**config.mk**
```make
export PLATFORM = sky130hd
export DESIGN_NAME = ctefq_ctrl
export DESIGN_NICKNAME = d
export VERILOG_FILES = /design/src/ctefq_pkg.sv /design/src/ctefq_ctrl.sv /design/src/ctefq_ptr.sv
export VERILOG_INCLUDE_DIRS = /design/src
export SDC_FILE = /design/constraint.sdc
export NUM_CORES = 1
export LEC_CHECK = 0
export ABC_CLOCK_PERIOD_IN_PS = 4300
export BUFFER_PORTS_ARGS = -buffer_cell sky130_fd_sc_hd__buf_2
export CAP_MARGIN = 15
export CORE_MARGIN = 5
export CORE_UTILIZATION = 48
export CTS_BUF_LIST = sky130_fd_sc_hd__clkbuf_8
export DETAILED_ROUTE_END_ITERATION = 8
export PLACE_DENSITY = 0.79
export SYNTH_ARGS = -nofsm -noshare
export SYNTH_HDL_FRONTEND = slang
export SYNTH_SLANG_ARGS = --single-unit
```
**constraint.sdc**
```tcl
create_clock -name sys_clk_i -period 4.3 [get_ports sys_clk_i]
set_clock_uncertainty 0.05 [all_clocks]
set_input_delay 0.215 -clock sys_clk_i [delete_from_list [all_inputs] [get_ports sys_clk_i]]
set_output_delay 0.215 -clock sys_clk_i [all_outputs]
set_load 0.02 [all_outputs]
```
**src/ctefq_map.svh**
```systemverilog
// register map, field positions and codes of the transmit event queue
// control logic; included by the package and by the design modules
`ifndef CTEFQ_MAP_SVH
`define CTEFQ_MAP_SVH

// register bus geometry
`define CTEFQ_ADDR_W        8
`define CTEFQ_DATA_W        32

// register byte offsets
`define CTEFQ_OFF_CTL       8'h00
`define CTEFQ_OFF_STA       8'h04
`define CTEFQ_OFF_PEND      8'h08

// control register fields
`define CTEFQ_DEPTH_MSB     28
`define CTEFQ_DEPTH_LSB     24
`define CTEFQ_FLUSH_BIT     10
`define CTEFQ_TAIL_BIT      8
`define CTEFQ_STAMP_BIT     5

// status, pending and enable layout (shared)
`define CTEFQ_OVF_BIT       3
`define CTEFQ_FULL_BIT      2
`define CTEFQ_HALF_BIT      1
`define CTEFQ_NE_BIT        0
`define CTEFQ_IRQ_W         4

// queue geometry
`define CTEFQ_IDX_W         5
`define CTEFQ_CNT_W         6
`define CTEFQ_CNT_ONE       6'h01
`define CTEFQ_IDX_ZERO      5'h00
`define CTEFQ_IDX_ONE       5'h01
`define CTEFQ_CNT_ZERO      6'h00

// operating mode codes
`define CTEFQ_MODE_W        3
`define CTEFQ_MODE_CONFIG   3'h4

// reset values
`define CTEFQ_FLUSH_RST     1'b1
`define CTEFQ_DEPTH_RST     5'h00
`define CTEFQ_IRQ_RST       4'h0
`define CTEFQ_WORD_ZERO     32'h0000_0000

`endif

```
**src/ctefq_pkg.sv**
```systemverilog
// types shared by the transmit event queue control modules
// assumes ctefq_map.svh sits in the include path
`include "ctefq_map.svh"

package ctefq_pkg;

  // software-visible configuration held in the control register
  typedef struct packed {
    logic [`CTEFQ_IDX_W-1:0] depth_code;
    logic                    stamp_enable;
    logic [`CTEFQ_IRQ_W-1:0] irq_enable;
  } ctefq_cfg_t;

  // one accepted event, handed to the message memory writer
  typedef struct packed {
    logic                    valid;
    logic [`CTEFQ_IDX_W-1:0] index;
    logic                    stamp;
  } ctefq_evt_t;

  // occupancy view of the queue
  typedef struct packed {
    logic full;
    logic half;
    logic nonempty;
  } ctefq_occ_t;

endpackage : ctefq_pkg

```
**src/ctefq_ctrl.sv**
```systemverilog
// control and status of the transmit event queue: register port,
// depth and stamp configuration, flush, tail advance and interrupts
// assumes the transmit engine raises event_req_i for one cycle per
// completed transmission that asks for an event, and that a message
// memory writer consumes evt_wr_o
//
// How it works
// - depth code plus one gives capacity
// - depth and stamp writable only in configuration
// - flush bit resets queue, self-clears, resets one
// - tail advance write moves tail one entry
// - stamp enable selects stamped entries
// - four enable bits gate interrupt requests
// - overflow flag sticky until software clears
// - full flag follows all entries occupied
// - half flag follows occupancy at least half
// - not-empty flag follows occupancy above zero
// - occupancy flags read-only, follow occupancy
// - unimplemented bits read zero, ignore writes
`timescale 1ns/1ps
`include "ctefq_map.svh"

module ctefq_ctrl (
  // clock and reset
  input  wire logic                     sys_clk_i,
  input  wire logic                     arst_n_i,
  // register port
  input  wire logic [`CTEFQ_ADDR_W-1:0] reg_addr_i,
  input  wire logic [`CTEFQ_DATA_W-1:0] reg_wdata_i,
  input  wire logic                     reg_wr_i,
  input  wire logic                     reg_rd_i,
  output logic      [`CTEFQ_DATA_W-1:0] reg_rdata_o,
  // controller mode and transmit engine
  input  wire logic [`CTEFQ_MODE_W-1:0] operating_mode_select_i,
  input  wire logic                     event_req_i,
  // message memory side
  output ctefq_pkg::ctefq_evt_t         evt_wr_o,
  output logic      [`CTEFQ_IDX_W-1:0]  event_read_pointer_o,
  output logic                          stamp_enable_o,
  output logic                          queue_flush_o,
  // interrupt
  output logic                          irq_o
);

  ctefq_pkg::ctefq_cfg_t      cfg;
  ctefq_pkg::ctefq_occ_t      occ;
  ctefq_pkg::ctefq_occ_t      occ_q;
  logic                       queue_flush;
  logic                       overflow_flag;
  logic [`CTEFQ_IRQ_W-1:0]    pending;
  logic [`CTEFQ_IDX_W-1:0]    head;
  logic [`CTEFQ_IDX_W-1:0]    tail;
  logic [`CTEFQ_CNT_W-1:0]    count;

  logic                       in_config;
  logic                       wr_ctl;
  logic                       wr_sta;
  logic                       wr_pend;
  logic                       tail_advance;
  logic                       event_push;
  logic                       overflow_evt;
  logic [`CTEFQ_IRQ_W-1:0]    pend_set;
  logic [`CTEFQ_IRQ_W-1:0]    pend_clr;
  logic [`CTEFQ_IRQ_W-1:0]    next_pending;
  logic [`CTEFQ_DATA_W-1:0]   ctl_word;
  logic [`CTEFQ_DATA_W-1:0]   sta_word;
  logic [`CTEFQ_DATA_W-1:0]   pend_word;
  logic [`CTEFQ_DATA_W-1:0]   next_rdata;

  // decode
  assign in_config = (operating_mode_select_i == `CTEFQ_MODE_CONFIG);
  assign wr_ctl    = reg_wr_i && (reg_addr_i == `CTEFQ_OFF_CTL);
  assign wr_sta    = reg_wr_i && (reg_addr_i == `CTEFQ_OFF_STA);
  assign wr_pend   = reg_wr_i && (reg_addr_i == `CTEFQ_OFF_PEND);

  // tail advance commands are ignored while a flush is pending, so a stale advance
  // cannot move the tail off the freshly cleared base entry
  assign tail_advance = wr_ctl && reg_wdata_i[`CTEFQ_TAIL_BIT]
                        && !queue_flush && occ.nonempty;
  assign event_push   = event_req_i && !queue_flush
                        && !occ.full;
  assign overflow_evt = event_req_i && !queue_flush
                        && occ.full;

  // queue pointers
  // events met while a flush is pending are dropped, not counted as
  // overflows, since the queue is being emptied anyway
  ctefq_ptr ctefq_ptr_i (
    .sys_clk_i    (sys_clk_i),
    .arst_n_i     (arst_n_i),
    .depth_code_i (cfg.depth_code),
    .flush_i      (queue_flush),
    .push_i       (event_push),
    .pop_i        (tail_advance),
    .head_o       (head),
    .tail_o       (tail),
    .count_o      (count),
    .occ_o        (occ)
  );

  // configuration fields
  // a depth change with entries stored is not guarded; software is
  // expected to change it only in configuration with a flush after
  always_ff @(posedge sys_clk_i or negedge arst_n_i)
  begin
    if (!arst_n_i)
    begin
      cfg.depth_code   <= `CTEFQ_DEPTH_RST;
      cfg.stamp_enable <= 1'b0;
    end
    else if (wr_ctl && in_config)
    begin
      cfg.depth_code   <= reg_wdata_i[`CTEFQ_DEPTH_MSB:`CTEFQ_DEPTH_LSB];
      cfg.stamp_enable <= reg_wdata_i[`CTEFQ_STAMP_BIT];
    end
  end

  always_ff @(posedge sys_clk_i or negedge arst_n_i)
  begin
    if (!arst_n_i)
    begin
      cfg.irq_enable <= `CTEFQ_IRQ_RST;
    end
    else if (wr_ctl)
    begin
      cfg.irq_enable <= reg_wdata_i[`CTEFQ_IRQ_W-1:0];
    end
  end

  // flush: set by software, cleared once the pointers are at base
  // and the controller has left configuration
  always_ff @(posedge sys_clk_i or negedge arst_n_i)
  begin
    if (!arst_n_i)
    begin
      queue_flush <= `CTEFQ_FLUSH_RST;
    end
    else if (wr_ctl && reg_wdata_i[`CTEFQ_FLUSH_BIT])
    begin
      queue_flush <= 1'b1;
    end
    else if (queue_flush && !in_config)
    begin
      queue_flush <= 1'b0;
    end
  end

  // overflow flag: hardware set wins over a same-cycle clear
  always_ff @(posedge sys_clk_i or negedge arst_n_i)
  begin
    if (!arst_n_i)
    begin
      overflow_flag <= 1'b0;
    end
    else if (overflow_evt)
    begin
      overflow_flag <= 1'b1;
    end
    else if (wr_sta && reg_wdata_i[`CTEFQ_OVF_BIT])
    begin
      overflow_flag <= 1'b0;
    end
  end

  // interrupt pending: sticky, write one to clear, set wins
  // occ_q keeps last cycle's occupancy for the edge detectors; its
  // reset value matches an empty queue, so no false edge follows reset
  always_ff @(posedge sys_clk_i or negedge arst_n_i)
  begin
    if (!arst_n_i)
    begin
      occ_q <= '0;
    end
    else
    begin
      occ_q <= occ;
    end
  end

  // occupancy flags raise a pending bit on their rising edge only, so
  // a queue that stays full does not re-arm after software clears it
  assign pend_set[`CTEFQ_OVF_BIT]  = overflow_evt;
  assign pend_set[`CTEFQ_FULL_BIT] = occ.full & ~occ_q.full;
  assign pend_set[`CTEFQ_HALF_BIT] = occ.half & ~occ_q.half;
  assign pend_set[`CTEFQ_NE_BIT]   = occ.nonempty & ~occ_q.nonempty;
  assign pend_clr = wr_pend ? reg_wdata_i[`CTEFQ_IRQ_W-1:0]
                            : `CTEFQ_IRQ_RST;
  assign next_pending = (pending & ~pend_clr) | pend_set;

  always_ff @(posedge sys_clk_i or negedge arst_n_i)
  begin
    if (!arst_n_i)
    begin
      pending <= `CTEFQ_IRQ_RST;
    end
    else
    begin
      pending <= next_pending;
    end
  end

  always_ff @(posedge sys_clk_i or negedge arst_n_i)
  begin
    if (!arst_n_i)
    begin
      irq_o <= 1'b0;
    end
    else
    begin
      irq_o <= |(next_pending & cfg.irq_enable);
    end
  end

  // read path; tail advance and unimplemented bits read zero
  // read data fall back to zero between answers, so a stale word is
  // never mistaken for a fresh one
  always_comb
  begin
    ctl_word = `CTEFQ_WORD_ZERO;
    ctl_word[`CTEFQ_DEPTH_MSB:`CTEFQ_DEPTH_LSB] = cfg.depth_code;
    ctl_word[`CTEFQ_FLUSH_BIT] = queue_flush;
    ctl_word[`CTEFQ_STAMP_BIT] = cfg.stamp_enable;
    ctl_word[`CTEFQ_IRQ_W-1:0] = cfg.irq_enable;
  end

  always_comb
  begin
    sta_word = `CTEFQ_WORD_ZERO;
    sta_word[`CTEFQ_OVF_BIT]  = overflow_flag;
    sta_word[`CTEFQ_FULL_BIT] = occ.full;
    sta_word[`CTEFQ_HALF_BIT] = occ.half;
    sta_word[`CTEFQ_NE_BIT]   = occ.nonempty;
  end

  always_comb
  begin
    pend_word = `CTEFQ_WORD_ZERO;
    pend_word[`CTEFQ_IRQ_W-1:0] = pending;
  end

  always_comb
  begin
    next_rdata = `CTEFQ_WORD_ZERO;
    if (reg_rd_i)
    begin
      case (reg_addr_i)
        `CTEFQ_OFF_CTL:  next_rdata = ctl_word;
        `CTEFQ_OFF_STA:  next_rdata = sta_word;
        `CTEFQ_OFF_PEND: next_rdata = pend_word;
        default:         next_rdata = `CTEFQ_WORD_ZERO;
      endcase
    end
  end

  always_ff @(posedge sys_clk_i or negedge arst_n_i)
  begin
    if (!arst_n_i)
    begin
      reg_rdata_o <= `CTEFQ_WORD_ZERO;
    end
    else
    begin
      reg_rdata_o <= next_rdata;
    end
  end

  // message memory side; the index is the head slot before it advances
  always_ff @(posedge sys_clk_i or negedge arst_n_i)
  begin
    if (!arst_n_i)
    begin
      evt_wr_o <= '0;
    end
    else
    begin
      evt_wr_o.valid <= event_push;
      evt_wr_o.index <= head;
      evt_wr_o.stamp <= cfg.stamp_enable;
    end
  end

  // software reads the entry at this index, then advances the tail
  always_ff @(posedge sys_clk_i or negedge arst_n_i)
  begin
    if (!arst_n_i)
    begin
      event_read_pointer_o <= `CTEFQ_IDX_ZERO;
      stamp_enable_o       <= 1'b0;
      queue_flush_o        <= `CTEFQ_FLUSH_RST;
    end
    else
    begin
      event_read_pointer_o <= tail;
      stamp_enable_o       <= cfg.stamp_enable;
      queue_flush_o        <= queue_flush;
    end
  end

endmodule : ctefq_ctrl

```
**src/ctefq_ptr.sv**
```systemverilog
// head, tail and occupancy tracking of the transmit event queue
// assumes the caller only pushes/pops under its own admission checks;
// pushes on a full queue and pops on an empty one are dropped here too
`timescale 1ns/1ps
`include "ctefq_map.svh"

module ctefq_ptr (
  // clock and reset
  input  wire logic                    sys_clk_i,
  input  wire logic                    arst_n_i,
  // configuration and commands
  input  wire logic [`CTEFQ_IDX_W-1:0] depth_code_i,
  input  wire logic                    flush_i,
  input  wire logic                    push_i,
  input  wire logic                    pop_i,
  // queue state
  output logic      [`CTEFQ_IDX_W-1:0] head_o,
  output logic      [`CTEFQ_IDX_W-1:0] tail_o,
  output logic      [`CTEFQ_CNT_W-1:0] count_o,
  output ctefq_pkg::ctefq_occ_t        occ_o
);

  logic [`CTEFQ_CNT_W-1:0] depth;
  logic                    do_push;
  logic                    do_pop;
  logic [`CTEFQ_IDX_W-1:0] next_head;
  logic [`CTEFQ_IDX_W-1:0] next_tail;

  // capacity is the code plus one entry
  assign depth = {1'b0, depth_code_i} + `CTEFQ_CNT_ONE;

  assign occ_o.full     = (count_o == depth);
  assign occ_o.half     = ({count_o, 1'b0} >= {1'b0, depth});
  assign occ_o.nonempty = (count_o != `CTEFQ_CNT_ZERO);

  assign do_push = push_i & ~occ_o.full;
  assign do_pop  = pop_i & occ_o.nonempty;

  // pointers wrap at the configured depth, not at the index width
  assign next_head = (head_o == depth_code_i) ? `CTEFQ_IDX_ZERO
                                              : head_o + `CTEFQ_IDX_ONE;
  assign next_tail = (tail_o == depth_code_i) ? `CTEFQ_IDX_ZERO
                                              : tail_o + `CTEFQ_IDX_ONE;

  always_ff @(posedge sys_clk_i or negedge arst_n_i)
  begin
    if (!arst_n_i)
    begin
      head_o <= `CTEFQ_IDX_ZERO;
    end
    else if (flush_i)
    begin
      head_o <= `CTEFQ_IDX_ZERO;
    end
    else if (do_push)
    begin
      head_o <= next_head;
    end
  end

  always_ff @(posedge sys_clk_i or negedge arst_n_i)
  begin
    if (!arst_n_i)
    begin
      tail_o <= `CTEFQ_IDX_ZERO;
    end
    else if (flush_i)
    begin
      tail_o <= `CTEFQ_IDX_ZERO;
    end
    else if (do_pop)
    begin
      tail_o <= next_tail;
    end
  end

  always_ff @(posedge sys_clk_i or negedge arst_n_i)
  begin
    if (!arst_n_i)
    begin
      count_o <= `CTEFQ_CNT_ZERO;
    end
    else if (flush_i)
    begin
      count_o <= `CTEFQ_CNT_ZERO;
    end
    else if (do_push && !do_pop)
    begin
      count_o <= count_o + `CTEFQ_CNT_ONE;
    end
    else if (do_pop && !do_push)
    begin
      count_o <= count_o - `CTEFQ_CNT_ONE;
    end
  end

endmodule : ctefq_ptr

```
==> results.yml <==
run_status:
  outcome: "finished clean"
synth:
  seq_area_frac_synth: 0.452
  synth_commonest_cells: "dfrtp_1, nand2_1, buf_4"
  yosysTopAreaCell: "dfrtp_1"
  syn_avg_cell_area_um2: 10.3
  ys_warn_count: 0
  synthFlopType: "dfrtp_1"
  synth_area_leaders: "dfrtp_1, buf_4, ha_1"
  synth_most_common_cell: "dfrtp_1"
  syn-instance-count: 322
  synthesis.area_um2: 3330
  yosys.area.top_type_share: 0.436
  ys_types: 62
  async_flop_share: 1.00
  synth_edf_count: 0
  ys_ff_latch: 60
power_and_ir_drop:
  ir_worst_vdd_uv: 204
  power_density_nw_per_um2: 487
  fin_total_pwr_mw: 1.86
  p_leak_nw: 1.87
worst_hold_path:
  hp-class: "in -> reg"
  min_delay_path_depth: 2
finish:
  diodes: 0
  fin_cells: 459
  layout-drive-gt1-share: 0.256
  area_growth_pct: 14.5
  final_area_um2: 3810
  fin_nets: 435
routing:
  vias: 2520
  first_pass_iters: 4
  routed_wl_mm: 7.08
  ant_nets: 0
  via_per_inst: 5.49
  wl_per_cell_um: 15.4
  drtIter0Drc: 162
  remaining_drc_errors: 0
floorplanning:
  die_x_um: 93.3
  die_area_um2: 8700
  fp.coreArea_um2: 6760
  rows: 30
  ios: 95
  die_h_um: 93.3
  initial_utilization: 0.492
worst_setup_path:
  cp.depth: 13
  worstPathMaxFanout: 9
  ff2ff_path_depth: 13
  start_kind: "flip-flop"
  slowest_delay_ns: 0.51
  crit_required_ns: 4.48
  worstSetupPathType: "reg -> reg"
  crit_buf_inv: 0
  cp.arrival_ns: 3.84
  slowest_stage: "dfrtp_1"
  critPathTopFamily: "compound AO/OA/AOI/OAI gates"
  path_cells: "ha_1 > nand3_1 > mux2_2 > and4_1 > a21boi_1 > nand2_1 > ha_1 > a211oi_1 > o21bai_1 > a21oi_1 > nor4_1 > o21ai_0 > nand2_1"
  critPathCaptureType: "flip-flop"
timing:
  drv_slew: 0
  max_freq_ghz: 0.274
  worst_pin_slew_ns: 0.735
  relSlewSlack: 0.510
  setup_viol: 0
  fin_crit_ns: 3.66
  tns_ns: 0
  fin_crit_sh: 0.850
  rsz0062_at_grt: "no"
  finalHoldViolCount: 0
  whs_ns: 0.0410
global_route:
  grt_pass1_vias: 2568
  track_usage: 0.177
  grt_overflow_total: 0
  grt_pass1_wl_mm: 11.9
  antenna_found_initial: 0
  grt_max_degree: 61
placement:
  placed_cells: 442
  dp_hpwl_mm: 5.11
  io_buffers: 53
  placed_area_um2: 3550
  finalWeightedCongestion: 0.863
clock_network:
  cts_root_buf: "clkbuf_8"
  post_cts_resized: 0
  cts_sinks: 60
  clk_path_buf_depth: 2
  cts_made_buffers: 9
  cts_tree: "yes"
  clk_pin_slew_worst_paths_ns: 0.07
  clk_latency_ns: 0.35
  htreeDepth: 3
run:
  max-cap-violations: 0
cells by family after synthesis:
family	after synthesis	share of synthesized area
xor+xnor	21	0.0598
flops	60	0.452
buf+inv	52	0.0895
fa+ha+maj	13	0.0511
other cells	1	0.00113
mux	13	0.0425
simple gates	88	0.141
compound gates	74	0.163
report_power, final:
part / internal [mW] / total (mW) / leakage [nW] / switching, mW
combinational: 0.231 / 0.510 / 0.969 / 0.279
sequential: 0.629 / 0.718 / 0.767 / 0.0886
clock: 0.413 / 0.629 / 0.131 / 0.216
total: 1.27 / 1.86 / 1.87 / 0.583
per-layer routing:
metal  vias up  track usage  share of wire
met4         0       0.0904          0.026
li1       1203            -              -
met3        16       0.0475          0.066
met1      1215        0.204           0.40
met2        86        0.300           0.51
met5         -            0              0
placed cells by master (no fill, tap or decap), types with 4 or more instances in the layout:
cell type | Yosys | routed
clkbuf_8 | 0 | 11
nand2_1 | 24 | 24
nand3_1 | 11 | 11
a211o_1 | 4 | 4
nor2_1 | 14 | 14
conb_1 | 1 | 21
xnor2_1 | 11 | 11
o211ai_1 | 4 | 4
mux2i_1 | 4 | 4
dfrtp_1 | 58 | 58
o21ai_0 | 20 | 20
mux2_2 | 9 | 9
buf_2 | 7 | 53
xor2_1 | 9 | 9
a22o_1 | 6 | 6
and2_1 | 6 | 6
a21o_1 | 6 | 6
a21oi_1 | 8 | 8
or3_1 | 5 | 5
nand4_1 | 4 | 4
ha_1 | 12 | 12
nor3_1 | 6 | 6
inv_1 | 17 | 18
state kept, by name, indices dropped and copies added, names as in the netlist:
name                  cells
cfg                      10
ctefq_ptr_i.count_o       6
ctefq_ptr_i.head_o        5
ctefq_ptr_i.tail_o        5
event_read_pointer_o      5
evt_wr_o                  7
irq_o                     1
occ_q                     3
overflow_flag             1
pending                   4
queue_flush               1
queue_flush_o             1
reg_rdata_o              11
final timing paths:
| kind | from | to | slack [ns] |
|---|---|---|---|
| max in group asynchronous | arst_n_i | ctefq_ptr_i.count_o[2]$_DFFE_PN0P_ | 3.22 |
| max | cfg[5]$_DFFE_PN0P_ | ctefq_ptr_i.count_o[5]$_DFFE_PN0P_ | 0.64 |
| min in group asynchronous | arst_n_i | reg_rdata_o[5]$_DFF_PN0_ | 0.49 |
| min reg2reg | cfg[4]$_DFFE_PN0P_ | evt_wr_o[0]$_DFF_PN0_ | 0.36 |
| max reg2reg | cfg[5]$_DFFE_PN0P_ | ctefq_ptr_i.count_o[5]$_DFFE_PN0P_ | 0.64 |
| min | reg_wdata_i[10] | queue_flush$_DFFE_PN1P_ | 0.04 |
final cells by class:
class,count,area (µm²)
flip-flops and latches,60,1500
repair buffers,56,290
inverters,17,63.8
multi-input cells,230,1600
fillers,553,2950
clock inverters,5,98.8
clock buffers,11,151
well taps,80,100
repair_timing:
item / CTS / global route
hold buffers: 1 / 0
setup buffers: 0 / 0
endpoints found under the hold margin: 27 / 0
metrics by stage:
step	utilization	setup slack, ns
finish	0.564	0.644
global route	0.564	0.164
CTS	0.564	0.625
detailed placement	0.525	0.606
global placement	0.525	0.713
floorplan	-	1.14
No activity file was read; power rests on OpenSTA's default activity.
